$ cat src/common/ccp_pkg.sv
// Purpose: constants and carrier types for the coil current PWM output group
// Assumes: one 250 MHz clock; measured current arrives as mA counts from a converter
// Notes: ramp times are in 0.01 s units; gains are plain 8-bit unsigned
package ccp_pkg;
  localparam int unsigned CCP_CLK_HZ = 250_000_000;
  // Control period, one ramp step and one regulation update
  localparam int unsigned CCP_PERIOD_US = 100;
  localparam int unsigned CCP_PERIOD_CYC = CCP_CLK_HZ / 1_000_000 * CCP_PERIOD_US;
  // Ramp time unit is 0.01 s, i.e. 100 control periods
  localparam int unsigned CCP_RAMP_UNIT_MS = 10;
  localparam int unsigned CCP_STEPS_PER_UNIT = CCP_RAMP_UNIT_MS * 1000 / CCP_PERIOD_US;
  localparam logic [15:0] CCP_CUR_MAX_MA = 16'h0dac; // 3500 mA span top
  localparam logic [9:0] CCP_DUTY_MAX = 10'h3ff;
  localparam logic [15:0] CCP_SUM_MAX = 16'hffff;
  localparam logic [6:0] CCP_PCT_MAX = 7'h64;
  localparam int unsigned CCP_DUTY_SHIFT = 4;
  localparam logic [7:0] CCP_OPEN_DUTY_MIN = 8'h80; // Duty above which a current below 20 mA means open
  localparam logic [15:0] CCP_OPEN_CUR_MA = 16'h0014;
  localparam logic [15:0] CCP_SHORT_CUR_MA = 16'h0fa0;

  typedef enum logic [1:0] {
    CCP_DUAL_HS = 2'b00,
    CCP_SINGLE_HS = 2'b01,
    CCP_SINGLE_LS = 2'b10
  } ccp_mode_e;

  typedef struct packed {
    logic [15:0] floor_ma;
    logic [15:0] ceiling_ma;
  } ccp_limits_s;

  typedef struct packed {
    logic [15:0] ramp_up;
    logic [15:0] ramp_down;
    logic [7:0] proportional_gain;
    logic [7:0] integral_gain;
  } ccp_tuning_s;

  typedef struct packed {
    logic short_flag;
    logic open_flag;
  } ccp_fault_s;
endpackage

$ cat src/rtl/ccp_output.sv
// Purpose: current-regulated PWM coil output group with ramp, PI loop and fault flags
// Assumes: measured current and fault comparator levels are asynchronous to sys_clk
// Notes: coil 0 is the odd high-side or the low-side coil, coil 1 the even high-side coil
//        ramp rates are full scale per ramp time, not the configured span
`timescale 1ns/100ps
module ccp_output
  import ccp_pkg::*;
(
  // Clock and reset
  input wire logic sys_clk,
  input wire logic sys_rst,
  // Configuration
  input wire ccp_mode_e mode,
  input wire logic output_enable,
  input wire logic direction_even,
  input wire logic companion_onoff_coil,
  input wire logic open_detect_inhibit,
  input wire logic [6:0] target_pct,
  input wire ccp_limits_s first_coil_limits,
  input wire ccp_limits_s second_coil_limits,
  input wire ccp_tuning_s tuning,
  // Coil sensing
  input wire logic [15:0] measured_ma,
  input wire logic [1:0] short_sense,
  // Coil drive
  output logic [1:0] coil_pwm,
  output logic [9:0] duty,
  // Status
  output logic [15:0] ramped_setpoint,
  output logic [15:0] regulation_error,
  output logic [15:0] error_integral,
  output ccp_fault_s [1:0] coil_fault
);

  typedef struct packed {
    logic [15:0] meas_s1;
    logic [15:0] meas_s2;
    logic [1:0] short_s1;
    logic [1:0] short_s2;
    logic [15:0] tick_cnt;
    logic [15:0] step_cnt;
    logic [31:0] ramp_acc;
    logic [15:0] setpoint;
    logic [15:0] err;
    logic [15:0] sum;
    logic [9:0] duty;
    logic [9:0] pwm_cnt;
    logic [1:0] pwm;
    ccp_fault_s [1:0] fault;
  } ccp_state_s;

  ccp_state_s st_q;
  ccp_state_s st_d;

  // Target mapping helpers
  logic [6:0] pct_clamped;
  logic [15:0] floor_ma;
  logic [15:0] ceil_ma;
  logic [15:0] target_ma;
  logic [15:0] span_ma;
  logic [22:0] scaled;
  // Ramp accumulator helpers, 16.16 fixed point
  logic [31:0] acc_target;
  logic [31:0] span_step;
  // Regulation helpers, sized so that no product or sum wraps
  logic signed [16:0] err_wide;
  logic signed [17:0] sum_wide;
  logic signed [27:0] p_term;
  logic signed [27:0] i_term;
  logic signed [27:0] pi_sum;
  // Carrier and steering helpers
  logic tick;
  logic pwm_on;
  logic [1:0] driven;

  // ****************************************************************
  // Target mapping
  // ****************************************************************
  // Second coil limits apply only when dual mode steers to the even coil
  always_comb begin
    floor_ma = first_coil_limits.floor_ma;
    ceil_ma = first_coil_limits.ceiling_ma;
    if (mode == CCP_DUAL_HS && direction_even) begin
      floor_ma = second_coil_limits.floor_ma;
      ceil_ma = second_coil_limits.ceiling_ma;
    end
    // A reversed limit pair gives zero span rather than a wrapped one
    span_ma = (ceil_ma > floor_ma) ? ceil_ma - floor_ma : 16'h0000;
    // Targets above full scale are taken as full scale
    pct_clamped = (target_pct > CCP_PCT_MAX) ? CCP_PCT_MAX : target_pct;
    // Widen before the product: span times percent needs up to 23 bits
    scaled = (23'(span_ma) * 23'(pct_clamped)) / 23'(CCP_PCT_MAX);
    // Zero percent means no current at all, not the floor
    target_ma = (pct_clamped == 7'h00) ? 16'h0000 : 16'(floor_ma + scaled[15:0]);
    // Never ask for more than the 3.5 A span, whatever the limits say
    if (target_ma > CCP_CUR_MAX_MA) begin
      target_ma = CCP_CUR_MAX_MA;
    end
  end

  // ****************************************************************
  // Control loop next state
  // ****************************************************************
  // Ramp in a 16.16 accumulator so slow ramps still move by fractions
  always_comb begin
    st_d = st_q;
    // Two-stage synchronisers; a word caught mid-change costs one bad sample only
    st_d.meas_s1 = measured_ma;
    st_d.meas_s2 = st_q.meas_s1;
    st_d.short_s1 = short_sense;
    st_d.short_s2 = st_q.short_s1;
    // Control period divider, one tick per regulation update
    tick = (st_q.tick_cnt == 16'(CCP_PERIOD_CYC - 1));
    st_d.tick_cnt = tick ? 16'h0000 : st_q.tick_cnt + 16'h0001;
    acc_target = {target_ma, 16'h0000};
    span_step = 32'h0000_0000;
    err_wide = 17'sd0;
    sum_wide = 18'sd0;
    p_term = 28'sd0;
    i_term = 28'sd0;
    pi_sum = 28'sd0;
    if (tick) begin
      // Full-scale step per period is 3500 mA divided by ramp time in periods
      // A zero ramp time jumps straight to the target
      if (acc_target > st_q.ramp_acc) begin
        span_step = (tuning.ramp_up == 16'h0000) ? 32'hffff_ffff :
          {CCP_CUR_MAX_MA, 16'h0000} / (32'(tuning.ramp_up) * 32'(CCP_STEPS_PER_UNIT));
        st_d.ramp_acc = (acc_target - st_q.ramp_acc > span_step) ?
          st_q.ramp_acc + span_step : acc_target;
      end else if (acc_target < st_q.ramp_acc) begin
        // The fall has its own rate so a valve can close faster than it opens
        span_step = (tuning.ramp_down == 16'h0000) ? 32'hffff_ffff :
          {CCP_CUR_MAX_MA, 16'h0000} / (32'(tuning.ramp_down) * 32'(CCP_STEPS_PER_UNIT));
        st_d.ramp_acc = (st_q.ramp_acc - acc_target > span_step) ?
          st_q.ramp_acc - span_step : acc_target;
      end
      st_d.setpoint = st_d.ramp_acc[31:16];
      // Error is taken against the new setpoint so the loop sees the ramp without delay
      err_wide = $signed({1'b0, st_d.setpoint}) - $signed({1'b0, st_q.meas_s2});
      st_d.err = (err_wide > 17'sd32767) ? 16'h7fff :
        (err_wide < -17'sd32768) ? 16'h8000 : err_wide[15:0];
      // Integral saturates instead of wrapping, which bounds the wind-up
      sum_wide = $signed({2'b00, st_q.sum}) + 18'($signed(st_d.err));
      st_d.sum = (sum_wide < 18'sd0) ? 16'h0000 :
        (sum_wide > $signed({2'b00, CCP_SUM_MAX})) ? CCP_SUM_MAX : sum_wide[15:0];
      // Each operand is widened first so the products keep all their bits
      p_term = 28'($signed({1'b0, tuning.proportional_gain})) * 28'($signed(st_d.err));
      i_term = 28'($signed({1'b0, tuning.integral_gain})) * 28'($signed({1'b0, st_d.sum}));
      pi_sum = p_term + i_term;
      pi_sum = pi_sum >>> CCP_DUTY_SHIFT;
      // Negative demand cannot be driven, a single-ended coil only pulls one way
      st_d.duty = (pi_sum < 28'sd0) ? 10'h000 :
        (pi_sum > $signed(28'(CCP_DUTY_MAX))) ? CCP_DUTY_MAX : pi_sum[9:0];
    end
    // Disable acts at once rather than at the next tick, so no stale duty is reported
    // and the integral cannot wind up while the coil is off
    if (!output_enable) begin
      st_d.duty = 10'h000;
      st_d.sum = 16'h0000;
    end
    // PWM carrier of 1024 cycles, duty 0x3ff is fully on
    // The enable gate acts on the carrier directly so carrier drive stops one edge after enable drops; the single high-side companion coil is not gated
    st_d.pwm_cnt = st_q.pwm_cnt + 10'h001;
    pwm_on = output_enable && (st_q.duty != 10'h000) &&
      (st_q.pwm_cnt < st_q.duty || st_q.duty == CCP_DUTY_MAX);
    // Steering: which coil gets the carrier and which coils are judged for faults
    driven = 2'b01;
    st_d.pwm = 2'b00;
    case (mode)
      CCP_DUAL_HS: begin
        driven = direction_even ? 2'b10 : 2'b01;
        st_d.pwm = direction_even ? {pwm_on, 1'b0} : {1'b0, pwm_on};
      end
      CCP_SINGLE_HS: begin
        driven = {companion_onoff_coil, 1'b1};
        st_d.pwm = {companion_onoff_coil, pwm_on};
      end
      // Low-side: one coil only
      default: begin
        st_d.pwm = {1'b0, pwm_on};
      end
    endcase
    // Faults follow the coil while it is driven and clear when it is healthy again
    // An undriven coil keeps its last flags, since nothing can be judged without drive
    // The measured current is one shared value, charged to whichever coil is driven
    for (int i = 0; i < 2; i++) begin
      if (driven[i]) begin
        st_d.fault[i].short_flag = st_q.short_s2[i] || (st_q.meas_s2 > CCP_SHORT_CUR_MA);
        st_d.fault[i].open_flag = (st_q.duty[9:2] > CCP_OPEN_DUTY_MIN) &&
          (st_q.meas_s2 < CCP_OPEN_CUR_MA);
      end
    end
    // Inhibit reaches only the odd high-side coil; a low-side coil has no such setting
    if (mode != CCP_DUAL_HS || !direction_even) begin
      if (open_detect_inhibit && mode != CCP_SINGLE_LS) begin
        st_d.fault[0].open_flag = 1'b0;
      end
    end
  end

  // ****************************************************************
  // State register
  // ****************************************************************
  // Reset clears ramp, integral and flags so the coil starts undriven
  always_ff @(posedge sys_clk or posedge sys_rst) begin
    if (sys_rst) begin
      st_q <= '0;
    end else begin
      st_q <= st_d;
    end
  end

  // ****************************************************************
  // Outputs
  // ****************************************************************
  // Outputs straight from flops
  assign coil_pwm = st_q.pwm;
  assign duty = st_q.duty;
  assign ramped_setpoint = st_q.setpoint;
  assign regulation_error = st_q.err;
  assign error_integral = st_q.sum;
  assign coil_fault = st_q.fault;

endmodule

$ cat config.mk
export PLATFORM = sky130hd
export DESIGN_NAME = ccp_output
export DESIGN_NICKNAME = d
export VERILOG_FILES = /design/src/common/ccp_pkg.sv /design/src/rtl/ccp_output.sv
export SDC_FILE = /design/constraint.sdc
export NUM_CORES = 2
export LEC_CHECK = 0
export BUFFER_PORTS_ARGS = -buffer_cell sky130_fd_sc_hd__buf_2
export CAP_MARGIN = 20
export CORE_UTILIZATION = 45
export CTS_CLUSTER_DIAMETER = 30
export DETAILED_ROUTE_END_ITERATION = 8
export PLACE_DENSITY_LB_ADDON = 0.1
export SYNTH_ARGS = -nofsm -noshare
export SYNTH_HDL_FRONTEND = slang
export SYNTH_SLANG_ARGS = --single-unit
$ cat constraint.sdc
create_clock -name sys_clk -period 25.1 [get_ports sys_clk]
set_input_delay 2.51 -clock sys_clk [delete_from_list [all_inputs] [get_ports sys_clk]]
set_output_delay 2.51 -clock sys_clk [all_outputs]
set_load 0.03 [all_outputs]
Word level (Yosys, flattened, before mapping)

Index checks and enable logic that the tools add are counted.

Bits in registers: 142
Input bits: 145
Output and inout port bits: 64
Word-level logic and storage cells: 104

Add/sub/neg operators: 11
$mul: 5
Div/mod/pow operators: 3
Order comparisons: 17
Eq/ne operators: 6
Mux-type cells: 29
Reduce and logical (&&, ||, !) cells: 17

Operators with widths:

| cell                                                                              | count |
|---|---|
| 32-bit 2-to-1 mux                                                                 | 7 |
| 16-bit 2-to-1 mux                                                                 | 10 |
| 32-bit greater-than comparator                                                    | 3 |
| 32-bit subtractor                                                                 | 3 |
| 28-bit by 23-bit divider with 32-bit output, first input constant                 | 2 |
| 26-bit 2-to-1 mux                                                                 | 2 |
| 16-bit by 5-bit multiplier with 21-bit output, second input constant              | 2 |
| 32-bit adder                                                                      | 1 |
| 16-bit by 12-bit greater-than comparator with 1-bit output, second input constant | 2 |
| 16-bit logical NOT                                                                | 2 |
| 32-bit less-than comparator                                                       | 1 |
| 25-bit by 25-bit adder with 26-bit output                                         | 1 |
| 9-bit by 16-bit multiplier with 25-bit output                                     | 1 |
| 8-bit by 16-bit multiplier with 24-bit output                                     | 1 |
| 23-bit by 7-bit divider with 23-bit output, second input constant                 | 1 |
| 16-bit by 7-bit multiplier with 23-bit output                                     | 1 |
| 22-bit by 11-bit greater-than comparator with 1-bit output, second input constant | 1 |
| 22-bit by 1-bit less-than comparator with 1-bit output, second input constant     | 1 |
| 10-bit 2-to-1 mux                                                                 | 2 |
| 17-bit by 16-bit adder with 18-bit output                                         | 1 |
| 18-bit by 17-bit greater-than comparator with 1-bit output, second input constant | 1 |
| 18-bit by 1-bit less-than comparator with 1-bit output, second input constant     | 1 |
| 17-bit by 16-bit greater-than comparator with 1-bit output, second input constant | 1 |
| 17-bit by 16-bit less-than comparator with 1-bit output, second input constant    | 1 |
| other kinds (28)                                                                  | 39 |

Longest topological paths before layout

Depth in word-level cells: 32
Depth in mapped cells: 699
Gate-level depth less buffers: 657

Least setup slack after synthesis

OpenSTA, ideal clock, no wires.

Kind: input to register
From: input port tuning[32] (netlist name)
To: register st_q (netlist bit duty[9])
Data arrival time: 119415 ps
Data required time: 24928 ps
Path slack: -94488 ps
Stages: 686
Buffers on the path: 48
Cell sequence: clkbuf_1 -> inv_1 -> clkbuf_1 -> clkbuf_1 -> buf_1 -> ha_1 -> ha_1 -> ha_1 -> a21o_1 -> a21oi_1 -> o21bai_1 -> a21oi_1 -> o21bai_1 -> a21oi_1 -> o21bai_1 -> a21oi_1 -> o21bai_1 -> a21oi_1 -> (+650 left out) -> o21a_1 -> o21a_1 -> o21a_1 -> o21a_1 -> o21a_1 -> o21a_1 -> o21a_1 -> o21ai_0 -> nand2b_1 -> a21o_1 -> a21o_1 -> nor2_1 -> nand2_1 -> nand2_1 -> a22oi_1 -> or4_1 -> a211oi_1 -> a22oi_1

Cells in the longest elaborated chain, start to end: 22

RTL lines:

| element                                                        | RTL line                             | text |
|---|---|---|
| start, declared                                                | ccp_output.sv:21                     | `input wire ccp_tuning_s tuning,` |
| 16-bit by 5-bit multiplier with 21-bit output                  | ccp_output.sv:127                    | `{CCP_CUR_MAX_MA, 16'h0000} / (32'(tuning.ramp_up) * 32'(CCP_STEPS_PER_UNIT));` |
| 28-bit by 23-bit divider with 32-bit output                    | ccp_output.sv:127                    |  |
| 32-bit 2-to-1 mux (*)                                          | ccp_output.sv:126                    | `span_step = (tuning.ramp_up == 16'h0000) ? 32'hffff_ffff :` |
| 32-bit adder or 32-bit greater-than comparator (tied branches) | ccp_output.sv:129, ccp_output.sv:128 |  |
| 32-bit 2-to-1 mux (*)                                          | ccp_output.sv:128                    | `st_d.ramp_acc = (acc_target - st_q.ramp_acc > span_step) ?` |
| 32-bit 2-to-1 mux (*)                                          | ccp_output.sv:125                    | `if (acc_target > st_q.ramp_acc) begin` |
| 32-bit 2-to-1 mux (*)                                          | ccp_output.sv:122                    | `if (tick) begin` |
| 16-bit by 16-bit subtractor with 17-bit output (*)             | ccp_output.sv:139                    | `err_wide = $signed({1'b0, st_d.setpoint}) - $signed({1'b0, st_q.meas_s2});` |
| (+6 left out)                                                  | --                                   |  |
| 16-bit 2-to-1 mux                                              | ccp_output.sv:144                    | `st_d.sum = (sum_wide < 18'sd0) ? 16'h0000 :` |
| 8-bit by 16-bit multiplier with 24-bit output                  | ccp_output.sv:148                    | `i_term = 28'($signed({1'b0, tuning.integral_gain})) * 28'($signed({1'b0, st_d.sum}));` |
| 25-bit by 25-bit adder with 26-bit output (*)                  | ccp_output.sv:149                    | `pi_sum = p_term + i_term;` |
| 22-bit by 11-bit greater-than comparator with 1-bit output     | ccp_output.sv:153                    | `(pi_sum > $signed(28'(CCP_DUTY_MAX))) ? CCP_DUTY_MAX : pi_sum[9:0];` |
| 10-bit 2-to-1 mux                                              | ccp_output.sv:153                    |  |
| 10-bit 2-to-1 mux (*)                                          | ccp_output.sv:152                    | `st_d.duty = (pi_sum < 28'sd0) ? 10'h000 :` |
| 26-bit 2-to-1 mux (*)                                          | ccp_output.sv:122                    |  |
| 26-bit 2-to-1 mux (*)                                          | ccp_output.sv:157                    | `if (!output_enable) begin` |
| end signal, assigned                                           | ccp_output.sv:209                    | `st_q <= st_d;` |
| end, declared                                                  | ccp_output.sv:52                     | `ccp_state_s st_q;` |

Mark *: on every way between the ends. The rest lies on a longest branch, timed or not. The select of a mux whose other input is x is not followed.
A chain may end at the register's enable or synchronous reset.

Worst setup path after layout

From: input port tuning[34] (netlist name)
To: register st_q (netlist bit duty[6])

Same word-level chain as after synthesis.

==> impl_metrics.yaml <==
run_status:
  status: "finished, violations left"
  failed_checks: "setup timing"
placed_design:
  dp_slack_ns: -82.09
  place_inst: 16200
  portBuffers: 208
  place_congestion: 0.953
  hpwl_mm: 246
synth:
  ys_top_cells_by_count: "1,261 x ha_1, 1,110 x nand2_1, 1,105 x inv_1, 838 x nor2_1, 753 x a21oi_1"
  synth_area_leader_cell: "ha_1"
  synth_edf_count: 0
  yosysSeqAreaShare_pct: 4.64
  ys_ff_latch: 142
  netlist_area_um2: 76500
  synth_ff_type: "dfrtp_1"
  synth_cell_types: 128
  synthCells: 10700
  syn_avg_cell_area_um2: 7.18
  yosysMostFrequentCell: "ha_1"
  async_flop_share_pct: 100
  ys_warn_count: 0
  ys_top_cells_by_area: "ha_1 21%, fa_1 8.0%, nand2_1 5.4%"
  synth_top_area_share_pct: 20.6
floorplanning:
  core_area_um2: 168000
  die_w_um: 414
  die_h_um: 414
  top_level_ports: 209
  rows: 150
  dieArea_um2: 172000
  start_util_pct: 45.6
critical_path:
  startpoint_type: "input port"
  path_max_fanout: 8
  crit_path_end_kind: "register"
  cp_slowest_cell: "fa_1"
  critical_path_class: "input port to register"
  crit_top_cell: "buf_4"
  cp_num_buf_inv: 168
  rr_startpoint: "st_q[79]"
  crit_start: "tuning[34]"
  critPathTopFamily: "compound AO/OA/AOI/OAI gates"
  required_ns: 25.46
  cp.arrival_ns: 104.78
  worst_path_largest_cell_delay_ns: 0.55
timing:
  maxSlewViolCount: 0
  setup_ws_ns: -79.32
  setup_violations: 74
  setup_tns_ns: -5181.38
  worst_pin_slew_ns: 1.05
  fmax_ghz: 0.00958
  rsz0062_at_grt: "true"
  hold_viol_final: 0
  min_period_over_period_pct: 416
  skew_ns: 0.0264
  slew_headroom_pct: 28.8
  finalCriticalPeriod_ns: 104.42
clock_tree:
  worstSkewPairLatency_ns: 0.50
  clk_path_buf_depth: 2
  htreeDepth: 4
  cts_made_buffers: 17
  cts.sink_count: 142
  root_buffer: "clkbuf_16"
  cts_hold_buf: 0
  cts_tree: "yes"
  path_clk_slew_ns: 0.07
route:
  wirelength_mm: 314
  ant_nets: 0
  drt-initial-drc-count: 6581
  wl_per_cell_um: 18.5
  vias: 94400
  dr.pass1.iters: 7
  drc_errors: 0
  viasPerCell: 5.55
layout:
  nets: 16500
  syn2layout_area_growth_pct: 51.6
  ff_latch_area_um2: 3550
  stdcell_count: 17000
  final_layout_size_suffix_gt1_share_pct: 37.6
  multiInputGateArea_um2: 71100
  fillerInstances: 14100
  utilization_pct: 69.1
global_route:
  met1_usage_pct: 45.4
  use_met3_pct: 3.60
  grt_pass1_vias: 93900
  track_usage_pct: 34.9
  grt_start_max_net_pins: 83
  grt_overflow_total: 0
  antenna_found_initial: 9
  met2_usage_pct: 59.8
  busiest_layer: "met2"
  grt_first_pass_wirelength_mm: 491
min_path:
  min_from: "st_d[139]"
  hold_path_class: "register to register"
flow_run:
  maxCapViolations: 0
routing by layer:
| metal | vias up | routed length, um |
|---|---|---|
| li1 | 45700 | - |
| met1 | 45100 | 136000 |
| met2 | 2958 | 147000 |
| met3 | 694 | 19300 |
| met4 | 10 | 12200 |
| met5 | - | 78 |
cell families after synthesis:
kind of cell    share of synthesized area, %
flops                                   4.64
xor+xnor                                7.38
mux                                     4.27
compound gates                          25.8
simple gates                            21.6
buf+inv                                 7.60
fa+ha+maj                               28.7
other cells                          0.00981
cells in the final DEF, fill, tap and decap left out, drive strengths merged, types with 30 or more instances in the layout:
cell / count
buf: 4482
mux2: 218
o21ai: 751
a21oi: 758
a21boi: 203
a22oi: 50
xnor2: 443
nand3: 172
o21a: 193
nor4: 52
or3: 50
dfrtp: 142
nand4: 142
and2: 275
o211ai: 51
xor2: 200
o31ai: 161
nand2: 1112
a211oi: 60
a31oi: 61
nor2b: 139
nor2: 839
ha: 1261
a21o: 409
nand2b: 211
inv: 1113
or2: 30
and3: 80
mux2i: 81
nor3: 236
and4: 31
fa: 305
o21bai: 130
final cells by class:
| class | instances | area share (%) |
|---|---|---|
| antenna | 7 | 0.0151 |
| clock buffer | 18 | 0.379 |
| clock inverter | 14 | 0.162 |
| inverter | 1109 | 3.61 |
| multi-input combinational | 9045 | 61.3 |
| sequential | 142 | 3.06 |
| tap | 2204 | 2.38 |
| timing repair buffer | 4484 | 29.1 |
path summary, 6_finish.rpt:
path,to,slack (ns),cells after the start
min reg2reg,st_q[139],0.35,0
max,duty[6],-79.32,679
max reg2reg,duty[6],6.06,107
min in group asynchronous,st_d[154],2.20,2
min,st_q[139],0.35,0
max in group asynchronous,st_q[147],21.54,3
stage by stage:
stage | area (um2) | hold WS [ns]
after floorplan | 78500 | 0.331
after global placement | 106000 | 0.332
after detailed placement | 106000 | 0.335
after CTS | 113000 | 0.351
after global routing | 116000 | 0.359
final | 116000 | 0.351
flip-flops by register name, summed over array words and instances, names as in the netlist:
signal,flops
duty,10
regulation_error,16
error_integral,16
st_d,18
st_q,76
coil_fault,4
coil_pwm,2
timing repair:
item	in CTS	in global routing
setup endpoints to repair	74	74
setup buffers	668	148
cloned	1	1
gates resized for setup	383	394
pin swaps	389	440
Power is not shown: default switching activity piles up to over one toggle a cycle in this logic, so the estimate is an artifact.
